**src/hw/sto_pkg.sv**
```systemverilog
// Constants, timing figures and state types of the two-axis torque-off unit.
// Assumes a single 125 MHz system clock; every time below is converted from it.
package sto_pkg;

  // System clock period and the cycles that make one millisecond.
  localparam int unsigned CLK_PERIOD_NS = 8;
  localparam logic [31:0] CYC_PER_MS    = 32'(1_000_000 / CLK_PERIOD_NS);

  // Selectable stop delays in milliseconds.
  localparam logic [31:0] DLY_1P4_MS  = 32'd1400;
  localparam logic [31:0] DLY_2P8_MS  = 32'd2800;
  localparam logic [31:0] DLY_5P6_MS  = 32'd5600;
  localparam logic [31:0] DLY_9P8_MS  = 32'd9800;
  localparam logic [31:0] DLY_30P8_MS = 32'd30800;

  // Worst-case response with zero delay, input off to outputs open.
  localparam logic [31:0] RESP_MAX_MS = 32'd10;
  // Input debounce time, well inside the response budget.
  localparam logic [31:0] DEB_MS      = 32'd1;
  // How long the two shutdown channels of one axis may disagree.
  localparam logic [31:0] DISC_MS     = 32'd100;

  localparam int DEB_W = 20;
  localparam int CNT_W = 32;

  // Delay switch codes.
  localparam logic [2:0] SEL_0S   = 3'h0;
  localparam logic [2:0] SEL_1P4  = 3'h1;
  localparam logic [2:0] SEL_2P8  = 3'h2;
  localparam logic [2:0] SEL_5P6  = 3'h3;
  localparam logic [2:0] SEL_9P8  = 3'h4;
  localparam logic [2:0] SEL_30P8 = 3'h5;

  // Input vector layout: seven bits per axis, axis A first.
  localparam int N_AXIS      = 2;
  localparam int IN_PER_AXIS = 7;
  localparam int N_IN        = N_AXIS * IN_PER_AXIS;
  localparam int IN_SD1      = 0;
  localparam int IN_SD2      = 1;
  localparam int IN_REL      = 2;
  localparam int IN_FB       = 3;
  localparam int IN_SEL      = 4;
  localparam int AX_A        = 0;
  localparam int AX_B        = 1;

  typedef enum logic [1:0] {
    ST_TORQUE_OFF,
    ST_RUN,
    ST_STOP_DELAY
  } sto_state_t;

endpackage

```
**src/hw/sto_filt_if.sv**
```systemverilog
// Carrier between the axis logic and the input filter: raw pins and clean levels.
// Assumes both ends run on the same system clock.
`timescale 1ns/100ps
interface sto_filt_if;
  logic [sto_pkg::N_IN-1:0] raw;
  logic [sto_pkg::N_IN-1:0] clean;
  modport filt (input raw, output clean);
  modport core (output raw, input clean);
endinterface

```
**src/hw/sto_in_filter.sv**
```systemverilog
// Three-stage synchroniser and debounce filter for every pin input of the unit.
// Assumes raw levels arrive asynchronously; a change needs stages two and three
// to agree and then to hold for the debounce count.
`timescale 1ns/100ps
module sto_in_filter #(
  parameter logic [sto_pkg::DEB_W-1:0] DEB_CYC = sto_pkg::DEB_W'(sto_pkg::DEB_MS * sto_pkg::CYC_PER_MS)
) (
  input  wire logic i_sys_clk,   // System clock.
  input  wire logic i_rst_n,     // Asynchronous reset, active low.
  sto_filt_if.filt  f            // Raw in, clean out.
);

  logic [sto_pkg::N_IN-1:0]  s1_q;
  logic [sto_pkg::N_IN-1:0]  s2_q;
  logic [sto_pkg::N_IN-1:0]  s3_q;
  logic [sto_pkg::N_IN-1:0]  clean_q;
  logic [sto_pkg::DEB_W-1:0] cnt_q [sto_pkg::N_IN];

  // Reset to open contacts so every axis starts in the torque-off state.
  always_ff @(posedge i_sys_clk or negedge i_rst_n) begin
    if (!i_rst_n) begin
      s1_q <= '0;
      s2_q <= '0;
      s3_q <= '0;
    end else begin
      s1_q <= f.raw;
      s2_q <= s1_q;
      s3_q <= s2_q;
    end
  end

  always_ff @(posedge i_sys_clk or negedge i_rst_n) begin
    if (!i_rst_n) begin
      clean_q <= '0;
      for (int i = 0; i < sto_pkg::N_IN; i++) begin
        cnt_q[i] <= '0;
      end
    end else begin
      for (int i = 0; i < sto_pkg::N_IN; i++) begin
        if (s2_q[i] != s3_q[i] || s3_q[i] == clean_q[i]) begin
          cnt_q[i] <= '0;
        end else if (cnt_q[i] == DEB_CYC - 1'b1) begin
          cnt_q[i]   <= '0;
          clean_q[i] <= s3_q[i];
        end else begin
          cnt_q[i] <= cnt_q[i] + 1'b1;
        end
      end
    end
  end

  assign f.clean = clean_q;

endmodule

```
**src/hw/sto_top.sv**
```systemverilog
// Two-axis safe-torque-off logic: shutdown inputs, release pulse, drive feedback,
// redundant shut-off outputs and auxiliary outputs per axis.
// Assumes all pin inputs are asynchronous contact levels, high meaning closed,
// and that each output high means its contact pair is closed.
//
// Overview of operation
// - Both shut-off channel outputs open in torque-off, closed only while released.
// - Second channel output always carries the first channel's state.
// - First auxiliary output follows the first channel.
// - Second auxiliary output matches the first auxiliary output.
// - Open drive feedback means drive shut off; closed means drive released.
// - Open first shutdown input demands torque-off; closed permits release.
// - Second shutdown input is treated exactly like the first.
// - Torque-off is left only on an on-to-off release pulse transition.
// - Feedback status output mirrors the drive feedback input directly.
// - Axis A stop delay selectable 0, 1.4, 2.8, 5.6, 9.8, 30.8 s.
// - Axis B stop delay selectable 0, 1.4, 2.8, 9.8, 30.8 s.
// - With zero delay, outputs open within 10 ms of the demand.
`timescale 1ns/100ps
module sto_top #(
  parameter logic [31:0] DLY_1P4_CYC  = sto_pkg::DLY_1P4_MS * sto_pkg::CYC_PER_MS,
  parameter logic [31:0] DLY_2P8_CYC  = sto_pkg::DLY_2P8_MS * sto_pkg::CYC_PER_MS,
  parameter logic [31:0] DLY_5P6_CYC  = sto_pkg::DLY_5P6_MS * sto_pkg::CYC_PER_MS,
  parameter logic [31:0] DLY_9P8_CYC  = sto_pkg::DLY_9P8_MS * sto_pkg::CYC_PER_MS,
  parameter logic [31:0] DLY_30P8_CYC = sto_pkg::DLY_30P8_MS * sto_pkg::CYC_PER_MS,
  parameter logic [31:0] DEB_CYC      = sto_pkg::DEB_MS * sto_pkg::CYC_PER_MS,
  parameter logic [31:0] DISC_CYC     = sto_pkg::DISC_MS * sto_pkg::CYC_PER_MS
) (
  input  wire logic       i_sys_clk,                     // System clock, 125 MHz.
  input  wire logic       i_rst_n,                       // Asynchronous reset, active low.
  input  wire logic       i_a_shutdown_in_one,           // Axis A shutdown 1, high closed.
  input  wire logic       i_a_shutdown_in_two,           // Axis A shutdown 2, high closed.
  input  wire logic       i_a_release_pulse_in,          // Axis A start/reset, high on.
  input  wire logic       i_a_drive_feedback_in,         // Axis A drive feedback, high closed.
  input  wire logic [2:0] i_a_delay_sel,                 // Axis A stop delay switch.
  input  wire logic       i_b_shutdown_in_one,           // Axis B shutdown 1, high closed.
  input  wire logic       i_b_shutdown_in_two,           // Axis B shutdown 2, high closed.
  input  wire logic       i_b_release_pulse_in,          // Axis B start/reset, high on.
  input  wire logic       i_b_drive_feedback_in,         // Axis B drive feedback, high closed.
  input  wire logic [2:0] i_b_delay_sel,                 // Axis B stop delay switch.
  output logic            o_a_torque_off_channel_one,    // Axis A channel 1, high closed.
  output logic            o_a_torque_off_channel_two,    // Axis A channel 2, high closed.
  output logic            o_a_aux_shutoff_out_one,       // Axis A auxiliary 1, high closed.
  output logic            o_a_aux_shutoff_out_two,       // Axis A auxiliary 2, high closed.
  output logic            o_a_feedback_status,           // Axis A feedback mirror.
  output logic            o_a_stop_pending,              // Axis A stop delay running.
  output logic            o_a_fault,                     // Axis A channel fault, sticky.
  output logic            o_b_torque_off_channel_one,    // Axis B channel 1, high closed.
  output logic            o_b_torque_off_channel_two,    // Axis B channel 2, high closed.
  output logic            o_b_aux_shutoff_out_one,       // Axis B auxiliary 1, high closed.
  output logic            o_b_aux_shutoff_out_two,       // Axis B auxiliary 2, high closed.
  output logic            o_b_feedback_status,           // Axis B feedback mirror.
  output logic            o_b_stop_pending,              // Axis B stop delay running.
  output logic            o_b_fault                      // Axis B channel fault, sticky.
);

  sto_filt_if filt_if ();

  logic [sto_pkg::N_AXIS-1:0] closed_q;
  logic [sto_pkg::N_AXIS-1:0] pending_q;
  logic [sto_pkg::N_AXIS-1:0] fault_q;

  // Delay cycles for a switch code. An unknown code, or the 5.6 s code on
  // axis B, selects no delay: stopping at once is the safe reading.
  function automatic logic [31:0] stop_delay(input logic is_b, input logic [2:0] sel);
    case (sel)
      sto_pkg::SEL_1P4:  stop_delay = DLY_1P4_CYC;
      sto_pkg::SEL_2P8:  stop_delay = DLY_2P8_CYC;
      sto_pkg::SEL_5P6:  stop_delay = is_b ? 32'h0 : DLY_5P6_CYC;
      sto_pkg::SEL_9P8:  stop_delay = DLY_9P8_CYC;
      sto_pkg::SEL_30P8: stop_delay = DLY_30P8_CYC;
      default:           stop_delay = 32'h0;
    endcase
  endfunction

  assign filt_if.raw = {i_b_delay_sel, i_b_drive_feedback_in, i_b_release_pulse_in,
                        i_b_shutdown_in_two, i_b_shutdown_in_one,
                        i_a_delay_sel, i_a_drive_feedback_in, i_a_release_pulse_in,
                        i_a_shutdown_in_two, i_a_shutdown_in_one};

  sto_in_filter #(
    .DEB_CYC (sto_pkg::DEB_W'(DEB_CYC))
  ) u_filter (
    .i_sys_clk (i_sys_clk),
    .i_rst_n   (i_rst_n),
    .f         (filt_if.filt)
  );

  for (genvar ax = 0; ax < sto_pkg::N_AXIS; ax++) begin : g_axis
    localparam int BASE = ax * sto_pkg::IN_PER_AXIS;

    sto_pkg::sto_state_t           state_q;
    logic [sto_pkg::CNT_W-1:0]     dly_q;
    logic [sto_pkg::CNT_W-1:0]     disc_q;
    logic                          rel_prev_q;
    logic                          sd1;
    logic                          sd2;
    logic                          rel;
    logic                          fb_closed;
    logic [2:0]                    sel;
    logic                          demand;
    logic                          rel_edge;
    logic                          disc_hit;
    logic [31:0]                   dly_sel;

    assign sd1       = filt_if.clean[BASE + sto_pkg::IN_SD1];
    assign sd2       = filt_if.clean[BASE + sto_pkg::IN_SD2];
    assign rel       = filt_if.clean[BASE + sto_pkg::IN_REL];
    assign fb_closed = filt_if.clean[BASE + sto_pkg::IN_FB];
    assign sel       = filt_if.clean[BASE + sto_pkg::IN_SEL +: 3];

    // open second input does the same.
    assign demand   = !sd1 || !sd2;
    assign rel_edge = rel_prev_q && !rel;
    // axis B has no 5.6 s choice.
    assign dly_sel  = stop_delay(ax == sto_pkg::AX_B, sel);
    // the switch must keep both channels alike; a lasting mismatch is a fault.
    assign disc_hit = (sd1 != sd2) && (disc_q == DISC_CYC - 1'b1);

    always_ff @(posedge i_sys_clk or negedge i_rst_n) begin
      if (!i_rst_n) begin
        rel_prev_q <= 1'b0;
      end else begin
        rel_prev_q <= rel;
      end
    end

    always_ff @(posedge i_sys_clk or negedge i_rst_n) begin
      if (!i_rst_n) begin
        disc_q <= '0;
      end else if (sd1 == sd2 || disc_hit) begin
        disc_q <= '0;
      end else begin
        disc_q <= disc_q + 1'b1;
      end
    end

    // sticky fault, set wins over clear.
    // A release pulse with both channels agreeing clears it.
    always_ff @(posedge i_sys_clk or negedge i_rst_n) begin
      if (!i_rst_n) begin
        fault_q[ax] <= 1'b0;
      end else if (disc_hit) begin
        fault_q[ax] <= 1'b1;
      end else if (rel_edge && sd1 == sd2) begin
        fault_q[ax] <= 1'b0;
      end
    end

    always_ff @(posedge i_sys_clk or negedge i_rst_n) begin
      if (!i_rst_n) begin
        state_q <= sto_pkg::ST_TORQUE_OFF;
        dly_q   <= '0;
      end else begin
        case (state_q)
          sto_pkg::ST_TORQUE_OFF: begin
            // leave torque-off only on the release edge.
            // and only while the drive reports itself shut off.
            if (rel_edge && !demand && !fault_q[ax] && !fb_closed) begin
              state_q <= sto_pkg::ST_RUN;
            end
          end
          sto_pkg::ST_RUN: begin
            // zero delay goes straight to torque-off.
            if (fault_q[ax] || (demand && dly_sel == 32'h0)) begin
              state_q <= sto_pkg::ST_TORQUE_OFF;
            end else if (demand) begin
              state_q <= sto_pkg::ST_STOP_DELAY;
              dly_q   <= dly_sel - 1'b1;
            end
          end
          sto_pkg::ST_STOP_DELAY: begin
            // count out the selected stop delay.
            if (fault_q[ax] || dly_q == '0) begin
              state_q <= sto_pkg::ST_TORQUE_OFF;
            end else begin
              dly_q <= dly_q - 1'b1;
            end
          end
          default: begin
            state_q <= sto_pkg::ST_TORQUE_OFF;
          end
        endcase
      end
    end

    always_ff @(posedge i_sys_clk or negedge i_rst_n) begin
      if (!i_rst_n) begin
        closed_q[ax]  <= 1'b0;
        pending_q[ax] <= 1'b0;
      end else begin
        closed_q[ax]  <= state_q != sto_pkg::ST_TORQUE_OFF;
        pending_q[ax] <= state_q == sto_pkg::ST_STOP_DELAY;
      end
    end
  end

  // channel two is a copy of channel one.
  assign o_a_torque_off_channel_one = closed_q[sto_pkg::AX_A];
  assign o_a_torque_off_channel_two = closed_q[sto_pkg::AX_A];
  assign o_a_aux_shutoff_out_one    = closed_q[sto_pkg::AX_A];
  assign o_a_aux_shutoff_out_two    = closed_q[sto_pkg::AX_A];
  assign o_b_torque_off_channel_one = closed_q[sto_pkg::AX_B];
  assign o_b_torque_off_channel_two = closed_q[sto_pkg::AX_B];
  assign o_b_aux_shutoff_out_one    = closed_q[sto_pkg::AX_B];
  assign o_b_aux_shutoff_out_two    = closed_q[sto_pkg::AX_B];
  assign o_a_stop_pending           = pending_q[sto_pkg::AX_A];
  assign o_b_stop_pending           = pending_q[sto_pkg::AX_B];
  assign o_a_fault                  = fault_q[sto_pkg::AX_A];
  assign o_b_fault                  = fault_q[sto_pkg::AX_B];

  // the status pin is wired straight from the feedback pin, like a
  // plain connection, so it shows the drive even while the unit is in reset.
  assign o_a_feedback_status = i_a_drive_feedback_in;
  assign o_b_feedback_status = i_b_drive_feedback_in;

endmodule

```
**config.mk**
```make
export PLATFORM = sky130hd
export DESIGN_NAME = sto_top
export DESIGN_NICKNAME = d
export VERILOG_FILES = /design/src/hw/sto_pkg.sv /design/src/hw/sto_filt_if.sv /design/src/hw/sto_in_filter.sv /design/src/hw/sto_top.sv
export SDC_FILE = /design/constraint.sdc
export NUM_CORES = 1
export LEC_CHECK = 0
export BUFFER_PORTS_ARGS = -buffer_cell sky130_fd_sc_hd__buf_2
export CORE_MARGIN = 3
export CORE_UTILIZATION = 46
export DETAILED_ROUTE_END_ITERATION = 6
export GPL_TIMING_DRIVEN = 0
export SLEW_MARGIN = 20
export SYNTH_ARGS = -nofsm -noshare
export SYNTH_HDL_FRONTEND = slang
export SYNTH_SLANG_ARGS = --single-unit
```
**constraint.sdc**
```tcl
create_clock -name i_sys_clk -period 5.1 [get_ports i_sys_clk]
set_clock_uncertainty 0.2 [all_clocks]
set_input_delay 0.765 -clock i_sys_clk [delete_from_list [all_inputs] [get_ports i_sys_clk]]
set_output_delay 0.765 -clock i_sys_clk [all_outputs]
set_load 0.1 [all_outputs]
```
==> run_summary.xml <==
<?xml version="1.0" encoding="UTF-8"?>
<metrics>
  <group name="synthesis">
    <metric name="synthesized_area_fraction_occupied_by_ao_oa_aoi_and_oai_cells" unit="%">7.13</metric>
    <metric name="syn_nets" unit="">2532</metric>
    <metric name="mappedNetlistArea" unit="um2">23500</metric>
    <metric name="synthAdderAreaFrac" unit="%">1.07</metric>
    <metric name="dominant_combinational_cell_family_by_area_after_synthesis" unit="">simple AND/OR/NAND/NOR gates</metric>
    <metric name="post_synth_xor_area_fraction" unit="%">11.8</metric>
    <metric name="synth_top_area_share" unit="%">50.7</metric>
    <metric name="synthesis.area_per_instance" unit="um2">9.41</metric>
    <metric name="post_synth_mux_area_share" unit="%">0.447</metric>
    <metric name="ys.flop_type" unit="">sky130_fd_sc_hd__dfrtp_1</metric>
    <metric name="synth.lib_cells_used.distinct" unit="">75</metric>
    <metric name="post_synth_inst_count" unit="">2496</metric>
    <metric name="post_synth_main_area_contributors" unit="">sky130_fd_sc_hd__dfrtp_1, sky130_fd_sc_hd__xor2_1, sky130_fd_sc_hd__nor2_1</metric>
    <metric name="post-synth-top-area-cell" unit="">sky130_fd_sc_hd__dfrtp_1</metric>
    <metric name="share_of_flip_flops_with_an_asynchronous_set_or_reset" unit="%">100</metric>
    <metric name="synth.yosys.seq_area_share" unit="%">50.7</metric>
    <metric name="synth-seq-cells" unit="">476</metric>
    <metric name="yosys_warnings" unit="">0</metric>
    <metric name="synth_edf_count" unit="">0</metric>
    <metric name="simple_logic_cell_fraction_of_the_synthesized_area" unit="%">26.8</metric>
  </group>
  <group name="cells_and_area">
    <metric name="final_layout_size_suffix_gt1_share" unit="%">6.29</metric>
    <metric name="antennaDiodeCount" unit="">0</metric>
    <metric name="finalNonFillerCells" unit="">3295</metric>
    <metric name="fill_cells" unit="">4578</metric>
    <metric name="area.growth.synth_to_final" unit="%">13.1</metric>
    <metric name="final_nets" unit="">2623</metric>
    <metric name="mostFrequentLayoutCell" unit="">sky130_fd_sc_hd__nor2_1</metric>
    <metric name="layout.cells.most_common_list" unit="">sky130_fd_sc_hd__nor2_1, sky130_fd_sc_hd__dfrtp_1, sky130_fd_sc_hd__nand2_1</metric>
  </group>
  <group name="grt">
    <metric name="grt_antenna_before_repair" unit="">0</metric>
    <metric name="maximum_number_of_pins_on_one_net_before_global_route_repair" unit="">97</metric>
    <metric name="grt_first_pass_wirelength" unit="um">88400</metric>
    <metric name="first_global_vias" unit="">18000</metric>
    <metric name="grtUsageTotal" unit="%">19.4</metric>
    <metric name="globalRoute.totalOverflow" unit="">0</metric>
  </group>
  <group name="min_path">
    <metric name="hold_path_class" unit="">primary input to flip-flop</metric>
    <metric name="worstHoldStart" unit="">i_a_release_pulse_in</metric>
  </group>
  <group name="timing">
    <metric name="final_min_period_over_clock_period" unit="%">92.7</metric>
    <metric name="timing_max_transition_violations_final" unit="">0</metric>
    <metric name="tightestPinTransition" unit="ps">1020</metric>
    <metric name="hold_ws" unit="ps">69.6</metric>
    <metric name="grt_setup_unrepaired" unit="">no</metric>
    <metric name="finalCriticalPeriod" unit="ps">4730</metric>
    <metric name="hold_viol" unit="">0</metric>
    <metric name="finalSetupViolCount" unit="">0</metric>
    <metric name="slew_headroom" unit="%">31.5</metric>
    <metric name="maxClockFrequency" unit="MHz">211</metric>
  </group>
  <group name="setup_path">
    <metric name="setup.worst_path.start" unit="">g_axis[0].state_q[0]</metric>
    <metric name="required" unit="ps">5350</metric>
    <metric name="cp.arrival" unit="ps">4980</metric>
    <metric name="slowest_stage" unit="">sky130_fd_sc_hd__nor3_1</metric>
    <metric name="worstSetupPathType" unit="">flip-flop to flip-flop</metric>
    <metric name="worst-path-max-fanout" unit="">10</metric>
    <metric name="timing.critical_path.from_type" unit="">flip-flop</metric>
    <metric name="cp_slowest_stage_delay" unit="ps">790</metric>
    <metric name="r2r_start" unit="">g_axis[0].state_q[0]</metric>
    <metric name="crit_path_cell_trace" unit="">nand2b_1, clkbuf_1, inv_1, buf_2, clkbuf_1, buf_1, buf_1, nand2_1, ha_1, o21a_1, o21ai_0, nor3_1, nand3_1, o311ai_0</metric>
    <metric name="cp-end-kind" unit="">flip-flop</metric>
  </group>
  <group name="cts">
    <metric name="cts_inserted_buffers" unit="">54</metric>
    <metric name="clkSlewWorstSetupHoldPaths" unit="ps">60</metric>
    <metric name="cts_post_setup_buffers_inserted" unit="">0</metric>
    <metric name="root_buffer" unit="">sky130_fd_sc_hd__clkbuf_16</metric>
    <metric name="clock_sinks" unit="">476</metric>
    <metric name="clock_tree_from_tritoncts" unit="">done</metric>
    <metric name="cts-root-to-sink-buffers" unit="">3</metric>
    <metric name="clkLatencyLatePin" unit="ps">600</metric>
    <metric name="clock_h_tree_levels" unit="">2</metric>
  </group>
  <group name="pwr">
    <metric name="cellPowerDensity" unit="nW/um2">305</metric>
    <metric name="worst_ir_drop_vdd" unit="uV">264</metric>
    <metric name="power_leakage" unit="uW">0.0115</metric>
  </group>
  <group name="detailed_routing">
    <metric name="drt_pre_antenna_iters" unit="">5</metric>
    <metric name="drt-vias-per-instance" unit="">5.50</metric>
    <metric name="vias" unit="">18100</metric>
    <metric name="wire_per_inst" unit="um">15.5</metric>
    <metric name="routed_wl" unit="um">51100</metric>
    <metric name="antenna_left" unit="">0</metric>
    <metric name="remaining_drc_errors" unit="">0</metric>
    <metric name="first_iter_violations" unit="">1256</metric>
  </group>
  <group name="floorplan">
    <metric name="die_width" unit="um">232</metric>
    <metric name="boundaryPins" unit="">30</metric>
    <metric name="die-height" unit="um">232</metric>
    <metric name="fp.coreArea" unit="um2">50300</metric>
    <metric name="initial_core_util" unit="%">46.7</metric>
    <metric name="die_area" unit="um2">53800</metric>
    <metric name="cell_row_count" unit="">82</metric>
  </group>
  <group name="placement">
    <metric name="placedCellCount" unit="">3202</metric>
    <metric name="finalWeightedCongestion" unit="">0.937</metric>
    <metric name="numPortBuffers" unit="">29</metric>
    <metric name="dp_hpwl" unit="um">34900</metric>
  </group>
  <group name="flow_run">
    <metric name="cap_viol_max_count" unit="">0</metric>
  </group>
  <group name="status">
    <metric name="result_of_the_run" unit="">completed</metric>
  </group>
</metrics>
-- sequential cells by signal, indices dropped and copies added (netlist names) --
| register | count |
|---|---|
| o_b_fault | 1 |
| u_filter.cnt_q | 280 |
| o_b_aux_shutoff_out_one | 1 |
| o_a_fault | 1 |
| u_filter.s2_q | 14 |
| u_filter.f.clean | 14 |
| o_b_stop_pending | 1 |
| o_a_stop_pending | 1 |
| o_a_aux_shutoff_out_one | 1 |
| g_axis.rel_prev_q | 2 |
| g_axis.dly_q | 64 |
| g_axis.disc_q | 64 |
| u_filter.s1_q | 14 |
| u_filter.s3_q | 14 |
| g_axis.state_q | 4 |
-- synthesized netlist by cell type (7+ instances only) --
| cell type | count |
|---|---|
| sky130_fd_sc_hd__a21o_1 | 7 |
| sky130_fd_sc_hd__a21oi_1 | 62 |
| sky130_fd_sc_hd__a31oi_1 | 16 |
| sky130_fd_sc_hd__and2_1 | 21 |
| sky130_fd_sc_hd__and3_1 | 77 |
| sky130_fd_sc_hd__and4_1 | 34 |
| sky130_fd_sc_hd__buf_4 | 8 |
| sky130_fd_sc_hd__clkbuf_1 | 63 |
| sky130_fd_sc_hd__dfrtp_1 | 476 |
| sky130_fd_sc_hd__ha_1 | 20 |
| sky130_fd_sc_hd__inv_1 | 41 |
| sky130_fd_sc_hd__nand2_1 | 232 |
| sky130_fd_sc_hd__nand2b_1 | 13 |
| sky130_fd_sc_hd__nand3_1 | 135 |
| sky130_fd_sc_hd__nand4_1 | 96 |
| sky130_fd_sc_hd__nor2_1 | 480 |
| sky130_fd_sc_hd__nor3_1 | 52 |
| sky130_fd_sc_hd__nor4_1 | 44 |
| sky130_fd_sc_hd__nor4b_1 | 27 |
| sky130_fd_sc_hd__o21a_1 | 14 |
| sky130_fd_sc_hd__o21ai_0 | 88 |
| sky130_fd_sc_hd__or2_2 | 7 |
| sky130_fd_sc_hd__or3_1 | 25 |
| sky130_fd_sc_hd__or4_1 | 9 |
| sky130_fd_sc_hd__or4b_2 | 8 |
| sky130_fd_sc_hd__xnor2_1 | 98 |
| sky130_fd_sc_hd__xor2_1 | 218 |
-- path summary, 6_finish.rpt --
| kind | to | slack, ps | cells past startpoint |
|---|---|---|---|
| min in group asynchronous | u_filter.cnt_q[9] | 480 | 2 |
| setup reg to reg | g_axis[0].dly_q[18] | 370 | 14 |
| hold / removal | u_filter.s1_q[2] | 70 | 1 |
| setup / recovery | g_axis[0].dly_q[18] | 370 | 14 |
| max in group asynchronous | u_filter.cnt_q[224] | 2580 | 5 |
| hold reg to reg | u_filter.s2_q[10] | 130 | 0 |
-- logic make-up (layout without fill, tap and decap cells) --
| family | Yosys count | count (layout) |
|---|---|---|
| and+or+nand+nor | 1287 | 1287 |
| DFF | 476 | 476 |
| xor gates and xnor gates | 316 | 316 |
| AOI/OAI and AO/OA | 265 | 265 |
| buffers and inverters | 122 | 249 |
| adders and majority gates | 20 | 20 |
| muxes | 10 | 10 |
-- per-stage QoR --
step / setup TNS (ps) / power, uW / area, um2 / setup WS [ps] / utilization (%)
after floorplan: 0 / 3940 / 23500 / 1560 / -
after global placement: -3165860 / 4050 / 24500 / -6730 / 48.7
after detailed placement: 0 / 4060 / 24600 / 271 / 49.0
after CTS: 0 / 8250 / 26500 / 293 / 52.8
after global routing: 0 / 8420 / 26600 / 19.5 / 52.8
final: 0 / 8110 / 26600 / 371 / 52.8
-- layer usage --
metal  share of wire [%]  global-route usage (%)  up-vias  wire, um
met5                   0                       0        -         0
met4                 2.7                    6.78        0      1370
met3                 4.2                    2.75       99      2120
met2                  47                    31.4      340     23800
met1                  47                    26.9     8821     23800
li1                    -                       -     8860         -
-- power breakdown --
group          internal [uW]  total [uW]  leakage (uW)  switching [uW]
combinational           31.9         158       0.00399             126
clock                   2600        4120      0.000931            1520
sequential              3810        3830       0.00654            21.9
-- critical path, delay by kind of cell, from the launching register on --
kind,cells,cell delay (ps)
buffers and inverters,6,1650
AO/OA/AOI/OAI,3,780
AND/OR/NAND/NOR,4,1210
flip-flops,1,510
adder cells (fa/ha/maj),1,220
-- layout make-up --
type | instances | area [um2] | area share, %
Multi-Input combinational cell | 1898 | 11100 | 41.8
Buffer | 79 | 329 | 1.24
Clock inverter | 18 | 330 | 1.24
Inverter | 43 | 161 | 0.608
Tap cell | 672 | 841 | 3.17
Timing Repair Buffer | 35 | 303 | 1.14
Sequential cell | 476 | 11900 | 44.8
Clock buffer | 74 | 1580 | 5.94
-- timing repair --
| action | CTS | global route |
|---|---|---|
| hold buffers | 1 | 0 |
| hold endpoints to repair | 66 | 0 |
| gates resized for setup | 0 | 2 |
| endpoints found under the setup margin | 0 | 8 |
No activity file was read; power rests on OpenSTA's default activity.
